<file path="config.mk">
export PLATFORM = sky130hd
export DESIGN_NAME = cttrx_regs
export DESIGN_NICKNAME = d
export VERILOG_FILES = /design/src/verilog/cttrx_pkg.sv /design/src/verilog/cttrx_regs.sv /design/src/verilog/cttrx_qmem.sv /design/src/verilog/cttrx_idload.sv
export SDC_FILE = /design/constraint.sdc
export NUM_CORES = 1
export LEC_CHECK = 0
export BUFFER_PORTS_ARGS = -buffer_cell sky130_fd_sc_hd__clkbuf_2
export CAP_MARGIN = 10
export CORE_MARGIN = 10
export CORE_UTILIZATION = 51
export DETAILED_ROUTE_END_ITERATION = 7
export GPL_ROUTABILITY_DRIVEN = 0
export HOLD_SLACK_MARGIN = 0.05
export PLACE_DENSITY_LB_ADDON = 0.12
export SLEW_MARGIN = 5
export SYNTH_ARGS = -nofsm -noshare
export SYNTH_HDL_FRONTEND = slang
export SYNTH_SLANG_ARGS = --single-unit
</file>
<file path="constraint.sdc">
create_clock -name pclk -period 6.2 [get_ports pclk]
set_input_delay 1.86 -clock pclk [delete_from_list [all_inputs] [get_ports pclk]]
set_output_delay 1.86 -clock pclk [all_outputs]
set_load 0.01 [all_outputs]
</file>
<file path="src/verilog/cttrx_pkg.sv">
// Shared constants, register map and types of the contactless transceiver control bank.
package cttrx_pkg;
   // Queue geometry.
   localparam int QPTR_W = 6;
   localparam int QCNT_W = 7;
   localparam logic [QCNT_W-1:0] QDEPTH_CNT = 7'h40;
   localparam logic [QCNT_W-1:0] QCNT_ZERO = 7'h00;
   localparam logic [QPTR_W-1:0] QPTR_ZERO = 6'h00;
   localparam logic [QCNT_W-1:0] QCNT_ONE = 7'h01;
   // Register indices; the byte address is four times the index.
   localparam logic [5:0] IDX_QDATA = 6'h09;
   localparam logic [5:0] IDX_QLVL = 6'h0A;
   localparam logic [5:0] IDX_THR = 6'h0B;
   localparam logic [5:0] IDX_CTRL = 6'h0C;
   localparam logic [5:0] IDX_BITF = 6'h0D;
   localparam logic [5:0] IDX_COLL = 6'h0E;
   localparam logic [5:0] IDX_PAGE = 6'h10;
   localparam logic [5:0] IDX_MODE = 6'h11;
   localparam logic [5:0] IDX_QSTAT = 6'h3E;
   // Field positions.
   localparam int BIT_FLUSH = 7;
   localparam int BIT_TSTOP = 7;
   localparam int BIT_TSTART = 6;
   localparam int BIT_IDCOPY = 5;
   localparam int BIT_ROLE = 4;
   localparam int BIT_SEND = 7;
   localparam int BIT_KEEP = 7;
   localparam int BIT_CINV = 5;
   localparam int BIT_PUSE = 7;
   localparam int BIT_MSB = 7;
   localparam int BIT_SYNC = 6;
   localparam int BIT_TXW = 5;
   localparam int BIT_RXW = 4;
   localparam int BIT_POL = 3;
   localparam int BIT_MDOFF = 2;
   localparam int BIT_OVFL = 4;
   localparam int BIT_SPLOW = 1;
   localparam int BIT_FLLOW = 0;
   // Reset values.
   localparam logic [5:0] RST_THR = 6'h08;
   localparam logic [7:0] RST_MODE = 8'h3B;
   localparam logic [4:0] RST_CPOS = 5'h00;
   // CRC co-processor start values per preset code.
   localparam logic [15:0] CRC_P0 = 16'h0000;
   localparam logic [15:0] CRC_P1 = 16'h6363;
   localparam logic [15:0] CRC_P2 = 16'hA671;
   localparam logic [15:0] CRC_P3 = 16'hFFFF;
   // Identifier copy length in bytes.
   localparam logic [3:0] ID_BYTES = 4'hA;
   localparam logic [3:0] ID_ZERO = 4'h0;
   localparam logic [3:0] ID_ONE = 4'h1;
   // Identifier loader states.
   typedef enum logic [0:0] {CTTRX_LD_IDLE = 1'b0, CTTRX_LD_RUN = 1'b1} cttrx_ld_state_t;
endpackage : cttrx_pkg

</file>
<file path="src/verilog/cttrx_regs.sv">
// Control and status register bank with byte queue of the contactless transceiver core.
//
// Operation
// - 64-byte queue behind one byte data port serves host and serial streams.
// - Flush write resets queue pointers and overflow flag; flush bit reads zero.
// - 7-bit fill count rises on data writes, falls on data reads.
// - Space-low flag when free space is at most the 6-bit threshold.
// - Fill-low flag when stored bytes are at most the threshold.
// - Stop and start strobes act at once on the timer; both read zero.
// - Identifier-copy bit loads 10 identifier bytes into queue, then clears itself.
// - Role bit one selects initiator, zero selects target.
// - 3-bit read-only count of valid bits in final received byte.
// - Send-start write begins transmission only during transceive command.
// - 3-bit alignment gives bit position of first received bit.
// - 3-bit field selects bits sent of final byte; zero sends eight.
// - Keep-after-collision zero clears bits received after a collision.
// - 5-bit first-collision position plus invalid flag for none or out-of-range.
// - Page-use makes the page field supply address bits A5 and A4.
// - Msb-order bit sets CRC bit order; a write during RF communication clears it.
// - Sync-detect waits for and prepends F0h sync byte.
// - Transmit-wait-field lets transmitter start only while RF field generated.
// - Receive-wait-field starts receive wait counter only after external field.
// - Mode-detector-off disables detector, which runs only during automatic anticollision.
// - Write to a full queue by host or core sets overflow flag.
`timescale 1ns/1ps
module cttrx_regs
(
   input wire logic pclk,
   input wire logic presetn,
   input wire logic psel,
   input wire logic penable,
   input wire logic pwrite,
   input wire logic [7:0] paddr,
   input wire logic [31:0] pwdata,
   output logic [31:0] prdata_ff,
   output logic pready_ff,
   output logic pslverr_ff,
   input wire logic core_push,
   input wire logic [7:0] core_push_byte,
   input wire logic core_pop,
   output logic [7:0] core_pop_byte_ff,
   input wire logic [79:0] identifier_word,
   input wire logic transceive_active,
   input wire logic rx_bits_update,
   input wire logic [2:0] rx_bits_value,
   input wire logic coll_update,
   input wire logic coll_invalid,
   input wire logic [4:0] coll_index,
   input wire logic comm_active,
   input wire logic [1:0] comm_preset,
   input wire logic rf_field_generated,
   input wire logic ext_field_detected,
   input wire logic automatic_anticollision_command_active,
   input wire logic secure_signal_input,
   output logic timer_start_strobe_ff,
   output logic timer_stop_strobe_ff,
   output logic timer_running_ff,
   output logic initiator_ff,
   output logic send_start_ff,
   output logic [2:0] receive_alignment_ff,
   output logic [2:0] final_tx_bit_count_ff,
   output logic keep_after_collision_ff,
   output logic crc_msb_order_ff,
   output logic sync_detect_ff,
   output logic tx_start_permit_ff,
   output logic rx_wait_count_en_ff,
   output logic mode_detector_en_ff,
   output logic [15:0] crc_start_value_ff,
   output logic signal_input_active_ff,
   output logic signal_input_activity_event_ff,
   output logic space_low_flag_ff,
   output logic fill_low_flag_ff,
   output logic queue_overflow_error_ff
);
   import cttrx_pkg::*;

   logic [QPTR_W-1:0] wr_ptr_ff;
   logic [QPTR_W-1:0] rd_ptr_ff;
   logic [QCNT_W-1:0] queue_fill_count_ff;
   logic [5:0] warning_threshold_ff;
   logic identifier_copy_ff;
   logic [2:0] final_rx_valid_bits_ff;
   logic collision_position_invalid_ff;
   logic [4:0] collision_bit_index_ff;
   logic page_use_ff;
   logic [1:0] page_field_ff;
   logic transmit_wait_field_ff;
   logic receive_wait_field_ff;
   logic signal_input_polarity_ff;
   logic mode_detector_off_ff;
   logic [1:0] crc_preset_ff;
   logic [31:0] rd_mux;
   logic [7:0] qmem_rd;
   logic id_push;
   logic [7:0] id_byte;
   logic id_busy;
   logic id_done;
   logic [15:0] nxt_crc;

   // Page-use swaps the top two index bits for the page field.
   wire [5:0] raw_idx = paddr[7:2];
   wire [5:0] eff_idx = page_use_ff ? {page_field_ff, raw_idx[3:0]} : raw_idx;
   wire hit = (eff_idx == IDX_QDATA) | (eff_idx == IDX_QLVL) | (eff_idx == IDX_THR) |
              (eff_idx == IDX_CTRL) | (eff_idx == IDX_BITF) | (eff_idx == IDX_COLL) |
              (eff_idx == IDX_PAGE) | (eff_idx == IDX_MODE) | (eff_idx == IDX_QSTAT);

   // One wait state: ready rises on the first access cycle, the transfer ends on the second.
   wire acc = psel & penable;
   wire done = acc & pready_ff;
   wire wr_done = done & pwrite & hit;
   wire rd_done = done & ~pwrite & hit;
   wire wr_qlvl = wr_done & (eff_idx == IDX_QLVL);
   wire wr_thr = wr_done & (eff_idx == IDX_THR);
   wire wr_ctrl = wr_done & (eff_idx == IDX_CTRL);
   wire wr_bitf = wr_done & (eff_idx == IDX_BITF);
   wire wr_coll = wr_done & (eff_idx == IDX_COLL);
   wire wr_page = wr_done & (eff_idx == IDX_PAGE);
   wire wr_mode = wr_done & (eff_idx == IDX_MODE);

   // Queue traffic; the host wins over the identifier loader, which wins over the core.
   wire host_wr_q = wr_done & (eff_idx == IDX_QDATA);
   wire host_rd_q = rd_done & (eff_idx == IDX_QDATA);
   wire flush = wr_qlvl & pwdata[BIT_FLUSH];
   wire q_full = (queue_fill_count_ff == QDEPTH_CNT);
   wire q_empty = (queue_fill_count_ff == QCNT_ZERO);
   wire core_wr_q = core_push & ~host_wr_q & ~id_busy;
   wire push_req = host_wr_q | id_push | core_wr_q;
   wire [7:0] push_byte = host_wr_q ? pwdata[7:0] : (id_push ? id_byte : core_push_byte);
   wire push_ok = push_req & ~q_full & ~flush;
   wire pop_ok = (host_rd_q | core_pop) & ~q_empty & ~flush;
   wire ovfl_set = push_req & q_full;
   wire [QCNT_W-1:0] free_space = QDEPTH_CNT - queue_fill_count_ff;

   cttrx_qmem u_qmem
   (
      .pclk(pclk),
      .wr_en(push_ok),
      .wr_addr(wr_ptr_ff),
      .wr_data(push_byte),
      .rd_addr(rd_ptr_ff),
      .rd_data_ff(qmem_rd)
   );

   cttrx_idload u_idload
   (
      .pclk(pclk),
      .presetn(presetn),
      .start(identifier_copy_ff),
      .grant(~host_wr_q),
      .id_word(identifier_word),
      .push(id_push),
      .push_byte(id_byte),
      .busy(id_busy),
      .done(id_done)
   );

   assign core_pop_byte_ff = qmem_rd;

   // Read-back image; write-only strobes and reserved bits read as zero.
   always_comb
   begin
      rd_mux = 32'h0000_0000;
      unique case (eff_idx)
         IDX_QDATA: rd_mux[7:0] = qmem_rd;
         IDX_QLVL: rd_mux[6:0] = queue_fill_count_ff;
         IDX_THR: rd_mux[5:0] = warning_threshold_ff;
         IDX_CTRL: rd_mux[7:0] = {2'b00, identifier_copy_ff, initiator_ff, 1'b0, final_rx_valid_bits_ff};
         IDX_BITF: rd_mux[7:0] = {1'b0, receive_alignment_ff, 1'b0, final_tx_bit_count_ff};
         IDX_COLL: rd_mux[7:0] = {keep_after_collision_ff, 1'b0, collision_position_invalid_ff,
                                  collision_bit_index_ff};
         IDX_PAGE: rd_mux[7:0] = {page_use_ff, 5'h00, page_field_ff};
         IDX_MODE: rd_mux[7:0] = {crc_msb_order_ff, sync_detect_ff, transmit_wait_field_ff,
                                  receive_wait_field_ff, signal_input_polarity_ff, mode_detector_off_ff,
                                  crc_preset_ff};
         IDX_QSTAT: rd_mux[7:0] = {3'b000, queue_overflow_error_ff, 2'b00, space_low_flag_ff, fill_low_flag_ff};
         default: rd_mux = 32'h0000_0000;
      endcase
   end

   // Bus answer; read data and error are captured on the first access cycle.
   always_ff @(posedge pclk or negedge presetn)
   begin
      if (!presetn)
      begin
         pready_ff <= 1'b0;
         prdata_ff <= 32'h0000_0000;
         pslverr_ff <= 1'b0;
      end
      else
      begin
         pready_ff <= acc & ~pready_ff;
         if (acc & ~pready_ff)
         begin
            prdata_ff <= pwrite ? 32'h0000_0000 : rd_mux;
            pslverr_ff <= ~hit;
         end
      end
   end

   // Queue pointers, fill count and overflow; a new overflow wins over a flush.
   always_ff @(posedge pclk or negedge presetn)
   begin
      if (!presetn)
      begin
         wr_ptr_ff <= QPTR_ZERO;
         rd_ptr_ff <= QPTR_ZERO;
         queue_fill_count_ff <= QCNT_ZERO;
         queue_overflow_error_ff <= 1'b0;
      end
      else
      begin
         if (flush)
         begin
            wr_ptr_ff <= QPTR_ZERO;
            rd_ptr_ff <= QPTR_ZERO;
            queue_fill_count_ff <= QCNT_ZERO;
         end
         else
         begin
            wr_ptr_ff <= wr_ptr_ff + {5'h00, push_ok};
            rd_ptr_ff <= rd_ptr_ff + {5'h00, pop_ok};
            queue_fill_count_ff <= queue_fill_count_ff + {6'h00, push_ok} - {6'h00, pop_ok};
         end
         queue_overflow_error_ff <= ovfl_set | (queue_overflow_error_ff & ~flush);
      end
   end

   // Warning flags follow the fill count one cycle later.
   always_ff @(posedge pclk or negedge presetn)
   begin
      if (!presetn)
      begin
         space_low_flag_ff <= 1'b0;
         fill_low_flag_ff <= 1'b1;
      end
      else
      begin
         space_low_flag_ff <= (free_space <= {1'b0, warning_threshold_ff});
         fill_low_flag_ff <= (queue_fill_count_ff <= {1'b0, warning_threshold_ff});
      end
   end

   // Control register and timer strobes; stop wins if both strobes arrive together.
   always_ff @(posedge pclk or negedge presetn)
   begin
      if (!presetn)
      begin
         timer_start_strobe_ff <= 1'b0;
         timer_stop_strobe_ff <= 1'b0;
         timer_running_ff <= 1'b0;
         identifier_copy_ff <= 1'b0;
         initiator_ff <= 1'b0;
         final_rx_valid_bits_ff <= 3'b000;
      end
      else
      begin
         timer_stop_strobe_ff <= wr_ctrl & pwdata[BIT_TSTOP];
         timer_start_strobe_ff <= wr_ctrl & pwdata[BIT_TSTART] & ~pwdata[BIT_TSTOP];
         if (wr_ctrl & pwdata[BIT_TSTOP])
         begin
            timer_running_ff <= 1'b0;
         end
         else if (wr_ctrl & pwdata[BIT_TSTART])
         begin
            timer_running_ff <= 1'b1;
         end
         // A fresh host write of the copy bit wins over the loader's self-clear.
         if (wr_ctrl & pwdata[BIT_IDCOPY])
         begin
            identifier_copy_ff <= 1'b1;
         end
         else if (id_done)
         begin
            identifier_copy_ff <= 1'b0;
         end
         if (wr_ctrl)
         begin
            initiator_ff <= pwdata[BIT_ROLE];
         end
         if (rx_bits_update)
         begin
            final_rx_valid_bits_ff <= rx_bits_value;
         end
      end
   end

   // Bit framing, collision and page registers.
   always_ff @(posedge pclk or negedge presetn)
   begin
      if (!presetn)
      begin
         send_start_ff <= 1'b0;
         receive_alignment_ff <= 3'b000;
         final_tx_bit_count_ff <= 3'b000;
         keep_after_collision_ff <= 1'b1;
         collision_position_invalid_ff <= 1'b1;
         collision_bit_index_ff <= RST_CPOS;
         page_use_ff <= 1'b0;
         page_field_ff <= 2'b00;
         warning_threshold_ff <= RST_THR;
      end
      else
      begin
         send_start_ff <= wr_bitf & pwdata[BIT_SEND] & transceive_active;
         if (wr_bitf)
         begin
            receive_alignment_ff <= pwdata[6:4];
            final_tx_bit_count_ff <= pwdata[2:0];
         end
         if (wr_coll)
         begin
            keep_after_collision_ff <= pwdata[BIT_KEEP];
         end
         if (coll_update)
         begin
            collision_position_invalid_ff <= coll_invalid;
            collision_bit_index_ff <= coll_index;
         end
         if (wr_page)
         begin
            page_use_ff <= pwdata[BIT_PUSE];
            page_field_ff <= pwdata[1:0];
         end
         if (wr_thr)
         begin
            warning_threshold_ff <= pwdata[5:0];
         end
      end
   end

   // CRC start value: the framing choice overrides the preset during communication.
   always_comb
   begin
      unique case (comm_active ? comm_preset : crc_preset_ff)
         2'b00: nxt_crc = CRC_P0;
         2'b01: nxt_crc = CRC_P1;
         2'b10: nxt_crc = CRC_P2;
         2'b11: nxt_crc = CRC_P3;
      endcase
   end

   // General transmit and receive settings and the gates they drive.
   always_ff @(posedge pclk or negedge presetn)
   begin
      if (!presetn)
      begin
         crc_msb_order_ff <= RST_MODE[BIT_MSB];
         sync_detect_ff <= RST_MODE[BIT_SYNC];
         transmit_wait_field_ff <= RST_MODE[BIT_TXW];
         receive_wait_field_ff <= RST_MODE[BIT_RXW];
         signal_input_polarity_ff <= RST_MODE[BIT_POL];
         mode_detector_off_ff <= RST_MODE[BIT_MDOFF];
         crc_preset_ff <= RST_MODE[1:0];
         tx_start_permit_ff <= 1'b0;
         rx_wait_count_en_ff <= 1'b0;
         mode_detector_en_ff <= 1'b0;
         crc_start_value_ff <= CRC_P0;
         signal_input_active_ff <= 1'b0;
         signal_input_activity_event_ff <= 1'b0;
      end
      else
      begin
         if (wr_mode)
         begin
            crc_msb_order_ff <= pwdata[BIT_MSB] & ~comm_active;
            sync_detect_ff <= pwdata[BIT_SYNC];
            transmit_wait_field_ff <= pwdata[BIT_TXW];
            receive_wait_field_ff <= pwdata[BIT_RXW];
            signal_input_polarity_ff <= pwdata[BIT_POL];
            mode_detector_off_ff <= pwdata[BIT_MDOFF];
            crc_preset_ff <= pwdata[1:0];
         end
         tx_start_permit_ff <= ~transmit_wait_field_ff | rf_field_generated;
         rx_wait_count_en_ff <= ~receive_wait_field_ff | ext_field_detected;
         mode_detector_en_ff <= automatic_anticollision_command_active & ~mode_detector_off_ff;
         crc_start_value_ff <= nxt_crc;
         signal_input_active_ff <= signal_input_polarity_ff ? secure_signal_input : ~secure_signal_input;
         signal_input_activity_event_ff <= wr_mode & (pwdata[BIT_POL] != signal_input_polarity_ff);
      end
   end
endmodule : cttrx_regs

</file>
<file path="src/verilog/cttrx_qmem.sv">
// Byte storage of the 64-entry queue with a registered read port.
`timescale 1ns/1ps
module cttrx_qmem
(
   input wire logic pclk,
   input wire logic wr_en,
   input wire logic [cttrx_pkg::QPTR_W-1:0] wr_addr,
   input wire logic [7:0] wr_data,
   input wire logic [cttrx_pkg::QPTR_W-1:0] rd_addr,
   output logic [7:0] rd_data_ff
);
   import cttrx_pkg::*;

   logic [7:0] mem [0:63];

   // No reset on the array; the head byte of an empty queue is unspecified anyway.
   always_ff @(posedge pclk)
   begin
      if (wr_en)
      begin
         mem[wr_addr] <= wr_data;
      end
      rd_data_ff <= mem[rd_addr];
   end
endmodule : cttrx_qmem

</file>
<file path="src/verilog/cttrx_idload.sv">
// Sequencer that copies the stored 10-byte identifier into the queue, one byte per granted cycle.
`timescale 1ns/1ps
module cttrx_idload
(
   input wire logic pclk,
   input wire logic presetn,
   input wire logic start,
   input wire logic grant,
   input wire logic [79:0] id_word,
   output logic push,
   output logic [7:0] push_byte,
   output logic busy,
   output logic done
);
   import cttrx_pkg::*;

   cttrx_ld_state_t state_ff;
   logic [3:0] idx_ff;

   // Bytes leave lowest first; a refused slot simply waits for the next grant.
   assign busy = (state_ff == CTTRX_LD_RUN);
   assign push = busy & grant;
   assign push_byte = id_word[{idx_ff, 3'b000} +: 8];
   assign done = push & (idx_ff == ID_BYTES - ID_ONE);

   always_ff @(posedge pclk or negedge presetn)
   begin
      if (!presetn)
      begin
         state_ff <= CTTRX_LD_IDLE;
         idx_ff <= ID_ZERO;
      end
      else
      begin
         unique case (state_ff)
            CTTRX_LD_IDLE:
            begin
               idx_ff <= ID_ZERO;
               if (start)
               begin
                  state_ff <= CTTRX_LD_RUN;
               end
            end
            CTTRX_LD_RUN:
            begin
               if (done)
               begin
                  state_ff <= CTTRX_LD_IDLE;
               end
               else if (push)
               begin
                  idx_ff <= idx_ff + ID_ONE;
               end
            end
         endcase
      end
   end
endmodule : cttrx_idload

</file>
Yosys cells after proc, flatten, opt, wreduce, memory -nomap -nowiden
Memories as Yosys holds them, arrays and structs flattened. A register that Yosys moved wholly into a read port is not among the register bits.
Cells that the tools add are included.
- flip-flop bits (word level): 121
- RAM bits: 512
- word-level logic and storage cells: 160
- memories: 1
- $add $sub $neg: 6
- order comparisons: 2
- equal/unequal tests: 17
- shift operators: 1
- muxes and demuxes: 25
- bitwise operators: 64
- reduce and logical (&&, ||, !) cells: 5
- memories (memory ; words ; bits a word ; rd ports ; clocked after memory_dff ; wr ports ; RTL line ; RTL):
    u_qmem.mem ; 64 ; 8 ; 1 ; 1 ; 1 ; cttrx_qmem.sv:14 ; logic [7:0] mem [0:63];
- operators by type and width (operator ; count):
    indexed part select 80 x 8 -> 8 bit ; 1
    case mux 16 bit (4 select lines) ; 1
    case mux 6 bit (9 select lines) ; 1
    AND 1 bit ; 36
    equality test 6 x 4 -> 1 bit (second input constant) ; 6
    two-way mux 8 bit ; 3
    two-way mux 6 bit ; 3
    <= comparator 7 x 6 -> 1 bit ; 2
    NOT 1 bit ; 14
    OR 1 bit ; 14
    adder 6 x 1 -> 6 bit ; 2
    equality test 6 x 5 -> 1 bit (second input constant) ; 2
    two-way mux 1 bit ; 9
    two-way mux 4 bit ; 2
    case mux 1 bit (4 select lines) ; 2
    case mux 4 bit (2 select lines) ; 1
    adder 7 x 1 -> 7 bit ; 1
    equality test 7 bit (second input constant) ; 1
    logical NOT 7 bit ; 1
    two-way mux 7 bit ; 1
    subtractor 7 x 1 -> 7 bit ; 1
    subtractor 7 bit (first input constant) ; 1
    equality test 6 bit (second input constant) ; 1
    adder 4 x 1 -> 4 bit (second input constant) ; 1
    10 further kinds ; 13

Longest topological paths before layout
- depth in word-level cells: 21
- gate-level depth with buffers: 18
- gate-level depth less buffers: 16

Modules after synthesis
From an unflattened synthesis, not the netlist that was laid out.
- cell total of the unflattened synthesis: 1514
- area, all modules: 25878.6 sq um
- modules (own cells, without submodules) (module ; times used ; cells each ; area each (sq um) ; sequential area each (sq um)):
    cttrx_qmem ; 1 ; 940 ; 20166.8 ; 15534.9
    cttrx_regs ; 1 ; 478 ; 4764.6 ; 2013.2
    cttrx_idload ; 1 ; 96 ; 947.2 ; 125.1

Worst setup path before layout
Ideal clock, no wire load.
- kind: input-to-reg
- start point: input port paddr[3]
- end point: memory u_qmem.mem[0][5], data pin
- setup time: 702 ps
- data arrival time: 5310 ps
- required time: 5498 ps
- slack: 189 ps
- stages: 6
- buffers on the path: 3
- cell sequence: clkbuf_1 -> or3b_1 -> a2111oi_4 -> clkbuf_1 -> clkbuf_1 -> o21ai_0
- cells in the longest elaborated chain, start to end: 16
- elaborated cells on any way between the ends: 24
- ends and longest elaborated chain (item ; RTL line ; RTL):
    start: declaration ; cttrx_regs.sv:33 ; input wire logic [7:0] paddr,
    two-way mux 6 bit * ; cttrx_regs.sv:102 ; wire [5:0] eff_idx = page_use_ff ? {page_field_ff, raw_idx[3:0]} : raw_idx;
    equality test 6 x 4 -> 1 bit, on equally long branches ; cttrx_regs.sv:103, cttrx_regs.sv:121 ;
    OR 1 bit (3 in a row) ; cttrx_regs.sv:103 ; wire hit = (eff_idx == IDX_QDATA) | (eff_idx == IDX_QLVL) | (eff_idx == IDX_THR) |
    OR 1 bit (3 in a row) ; cttrx_regs.sv:104 ; (eff_idx == IDX_CTRL) | (eff_idx == IDX_BITF) | (eff_idx == IDX_COLL) |
    OR 1 bit (2 in a row) ; cttrx_regs.sv:105 ; (eff_idx == IDX_PAGE) | (eff_idx == IDX_MODE) | (eff_idx == IDX_QSTAT);
    AND 1 bit ; cttrx_regs.sv:110 ; wire wr_done = done & pwrite & hit;
    AND 1 bit * ; cttrx_regs.sv:121 ; wire host_wr_q = wr_done & (eff_idx == IDX_QDATA);
    NOT 1 bit ; cttrx_regs.sv:149 ; .grant(~host_wr_q),
    AND 1 bit ; cttrx_idload.sv:22 ; assign push = busy & grant;
    two-way mux 8 bit ; cttrx_regs.sv:128 ; wire [7:0] push_byte = host_wr_q ? pwdata[7:0] : (id_push ? id_byte : core_push_byte);
    two-way mux 8 bit * ; cttrx_regs.sv:128 ;
    named net push_byte[5] ; cttrx_regs.sv:128 ;
    end: declaration ; cttrx_qmem.sv:14 ;
Mark *: on every way through the listed nets, which the timed path passes. The rest lies on a longest branch.

Final worst setup path
- start point: input port paddr[6]
- end point: register queue_fill_count_ff[6]
- cells in the longest elaborated chain, start to end: 21
- elaborated cells on any way between the ends: 39
- ends and longest elaborated chain (item ; RTL line ; RTL):
    two-way mux 6 bit * ; cttrx_regs.sv:102 ;
    equality test 6 x 4 -> 1 bit, on equally long branches ; -- ;
    OR 1 bit (3 in a row) ; cttrx_regs.sv:103 ;
    OR 1 bit (3 in a row) ; cttrx_regs.sv:104 ;
    OR 1 bit (2 in a row) ; cttrx_regs.sv:105 ;
    AND 1 bit ; cttrx_regs.sv:110 ;
    AND 1 bit ; cttrx_regs.sv:121 ;
    NOT 1 bit ; cttrx_regs.sv:126, cttrx_regs.sv:149 ;
    AND 1 bit, on equally long branches ; cttrx_idload.sv:22, cttrx_regs.sv:126 ;
    OR 1 bit / AND 1 bit (equally long branches) ; cttrx_regs.sv:127, cttrx_regs.sv:126 ;
    OR 1 bit ; cttrx_regs.sv:127 ; wire push_req = host_wr_q | id_push | core_wr_q;
    AND 1 bit (2 in a row) ; cttrx_regs.sv:129 ; wire push_ok = push_req & ~q_full & ~flush;
    adder 7 x 1 -> 7 bit ; cttrx_regs.sv:222 ; queue_fill_count_ff <= queue_fill_count_ff + {6'h00, push_ok} - {6'h00, pop_ok};
    subtractor 7 x 1 -> 7 bit ; cttrx_regs.sv:222 ;
    two-way mux 7 bit * ; cttrx_regs.sv:212 ; if (flush)
    end signal: assignment ; cttrx_regs.sv:222 ;
    end: declaration ; cttrx_regs.sv:79 ; logic [QCNT_W-1:0] queue_fill_count_ff;
Mark *: on every way between the ends. The rest lies on a longest branch, timed or not.
A chain may end at the register's enable or synchronous reset.

==> flow_summary.ini <==
[outcome]
status = complete, no violations

[sta]
fin_crit_ns = 5.10
relSlewSlack_pct = 29.8
tightest_slew_ns = 1.05
rsz0062_at_grt = false
maxSlewViolCount = 0
skew_ns = 0.0160
setup_viol = 0
fmax_mhz = 196
hold_violations = 0
period_share_pct = 82.3
setup_tns_ns = 0

[routing]
firstDrtPassIters = 6
vias = 13900
drc = 0
vias_per_cell = 5.92
drt-initial-drc-count = 1341
wl_per_cell_um = 25.9
ant_nets = 0
drt-total-wl_um = 61100

[synth]
yosysSeqAreaShare_pct = 69.3
ys_warn_count = 0
syn-cell-area_mm2 = 0.0255
yosys_register_bits = 605
ys.flop_type = edfxtp_1
postSynthAreaPerCell_um2 = 17.3
ys_async_sr_fraction_pct = 14.0
synth_edf_count = 512
synthesis.instances = 1470
synth_cell_type_count = 66

[critical_path]
path_delay_family = simple AND/OR/NAND/NOR gates
required_ns = 6.69
crit_arrival_ns = 5.59
end_kind = register
cp_max_fo = 7
critical_path.cell_chain = clkbuf_2 -> or3_1 -> a2111oi_4 -> and3_1 -> nor2_2 -> buf_4 -> nand2_2 -> ha_1 -> inv_1 -> ha_1 -> inv_1 -> fa_1 -> o21bai_1 -> a21oi_1 -> o21bai_1 -> a21oi_1 -> xnor2_1 -> nor2_1
regToRegSetupSlack_ns = 1.99
path_depth = 18
max_stage_delay_ns = 0.54
path_class = in -> reg
cp-start-kind = primary input
crit_buf_inv = 4
reg2reg_depth = 17
cp_slowest_cell = or3_1
r2r_start = page_use_ff
reg2reg_to = queue_fill_count_ff[6]

[floorplan]
core-area_mm2 = 0.0492
initial_utilization_pct = 51.9
die_height_um = 244
row_count = 81
dieArea_mm2 = 0.0593
pin_count = 234
die_w_um = 244

[pwr]
clockPowerShare_pct = 28.8
internal-power_w = 0.00846
power_w = 0.0124
p_sw_share_pct = 31.8
power.switching_w = 0.00394
p_leak_nw = 10.0
pwr-share-seq_pct = 43.1
p_per_area_mw_per_mm2 = 428
vdd_drop_max_mv = 0.350
power_frac_comb_pct = 28.1

[placed_design]
io_buffers = 183
place_inst = 2242
dp_hpwl_um = 40300

[clock_network]
clockBufferDepth = 3
clk_pin_slew_ns = 0.06
cts_resized = 0
root_buffer = clkbuf_16
cts_tree = built
post_cts_buffers = 0
clk_latency_ns = 0.63
cts_hold_buf = 0
clock_sinks = 605
cts_buffers = 60
htree_levels = 2

[finish]
antennaDiodeCount = 0
seqCellArea_mm2 = 0.0177
nFillCells = 3757
fin_cells = 2355
drive_above_1_share_pct = 29.9
multi_input_area_mm2 = 0.00729
synthToLayoutAreaGrowth_pct = 13.6
finalNetCount = 1824
final_core_util_pct = 58.9

[grt]
grt_pass1_wl_um = 92200
grt_antenna_before_repair = 0
grt_max_degree = 71
gr-usage-all-layers_pct = 20.4
gr-total-overflow = 0
grt_pass1_vias = 14300

[min_path]
hold_path_depth = 2
holdCritPathClass = reg -> reg
min_to = prdata_ff[0]
min_from = prdata_ff[0]

[job]
drv_cap = 0
synth_stat cells (3+ instances only):
cell type | n | area [um^2]
a221oi_1 | 5 | 43.8
ha_1 | 29 | 363
nor2b_1 | 14 | 87.6
clkbuf_1 | 49 | 184
buf_1 | 10 | 37.5
o21bai_1 | 4 | 30.0
a22oi_1 | 63 | 473
nand3b_1 | 9 | 67.6
edfxtp_1 | 512 | 15400
xnor2_1 | 16 | 140
o22ai_1 | 5 | 31.3
o221ai_1 | 9 | 78.8
o21a_1 | 3 | 22.5
nor3_1 | 11 | 55.1
dfxtp_1 | 8 | 160
buf_4 | 37 | 278
mux4_2 | 144 | 3240
and2_1 | 5 | 31.3
inv_1 | 29 | 109
nand2_1 | 45 | 169
and3_1 | 8 | 50.1
a21oi_1 | 55 | 275
xor2_1 | 6 | 52.6
nor2_1 | 103 | 387
nand3_1 | 23 | 115
a22o_1 | 7 | 61.3
dfrtp_1 | 76 | 1900
buf_2 | 23 | 115
mux2_2 | 40 | 450
o21ai_0 | 31 | 155
or3_1 | 3 | 18.8
nand2b_1 | 11 | 68.8
a221o_1 | 3 | 30.0
mux2i_1 | 20 | 200
or4_1 | 3 | 22.5
dfstp_2 | 9 | 236
nand4_1 | 6 | 37.5
registers in the layout, indices dropped and copies added, names as in the netlist, 2 cells and up:
register / cells
crc_start_value_ff: 4
crc_preset_ff: 2
u_idload.idx_ff: 4
receive_alignment_ff: 3
warning_threshold_ff: 6
collision_bit_index_ff: 5
final_rx_valid_bits_ff: 3
u_qmem.mem: 512
page_field_ff: 2
wr_ptr_ff: 6
prdata_ff: 8
u_qmem.rd_data_ff: 8
queue_fill_count_ff: 7
rd_ptr_ff: 6
final_tx_bit_count_ff: 3
worst max-delay path by stage:
stage	end	from
final	queue_fill_count_ff[6]	paddr[6]
after CTS	queue_fill_count_ff[6]	paddr[6]
after detailed placement	queue_fill_count_ff[6]	paddr[6]
after floorplan	u_qmem.mem[0][5]	paddr[3]
after global placement	queue_fill_count_ff[6]	paddr[6]
after global routing	queue_fill_count_ff[6]	paddr[6]
metal layers:
metal / global-route usage [%] / wire [um] / vias to the layer above
met5: 0 / 0 / -
met1: 29.1 / 26500 / 7217
li1: - / - / 6122
met4: 6.14 / 1340 / 0
met3: 3.40 / 3910 / 84
met2: 31.9 / 29400 / 514
cells in the final DEF (no fill, tap or decap), types with 20 or more instances in the layout:
master     instances
buf_4             20
ha_1              29
a21oi_1           55
mux2_2            40
nand3_1           23
mux4_2           144
clkbuf_16         61
mux2i_1           20
o21ai_0           23
nor2_1           102
dfrtp_1           74
nand2_1           45
a22oi_1           63
edfxtp_1         512
inv_1             29
conb_1            24
clkbuf_2         182
area by class of cell:
type                    instances  area share (%)
flip-flops and latches        605            61.1
inverters                      31           0.402
well taps                     664            2.87
repair buffers                204            3.80
multi-input cells             738            25.2
clock buffers                  75            5.49
clock inverters                38            1.18
power groups by stage:
| stage | Combinational [W] | Clock [W] | Sequential [W] |
|---|---|---|---|
| finish | 0.00348 | 0.00357 | 0.00534 |
| global route | 0.00376 | 0.00380 | 0.00539 |
| floorplan | 0.00259 | 0 | 0.00514 |
| detailed placement | 0.00352 | 0 | 0.00543 |
| CTS | 0.00353 | 0.00363 | 0.00535 |
| global placement | 0.00347 | 0 | 0.00542 |
worst register-to-register path, cell delays in order, from the launching register on:
cell,delay [ns]
dfrtp_1,0.44
or3_1,0.54
a2111oi_4,0.54
and3_1,0.51
nor2_2,0.08
buf_4,0.19
nand2_2,0.08
ha_1,0.26
inv_1,0.06
ha_1,0.15
inv_1,0.06
fa_1,0.43
o21bai_1,0.16
a21oi_1,0.12
o21bai_1,0.17
a21oi_1,0.10
xnor2_1,0.15
nor2_1,0.05
cell families after synthesis:
group,after synthesis,synth area share [%]
adders and majority gates,30,1.50
and+or+nand+nor,255,4.81
muxes,204,15.3
other,1,0.0147
xor gates and xnor gates,22,0.756
buffers and inverters,150,2.87
AOI/OAI and AO/OA,203,5.44
DFF,605,69.3
per-stage QoR:
step | hold WS (ns) | setup WS [ns] | area (um^2)
after detailed placement | 0.466 | 0.531 | 27000
after floorplan | 0.422 | 0.189 | 25600
after global routing | 0.504 | 0.845 | 28900
after global placement | 0.455 | 0.483 | 27000
final | 0.478 | 1.10 | 28900
after CTS | 0.479 | 1.15 | 28900
Power figures use the tool's default switching activity.
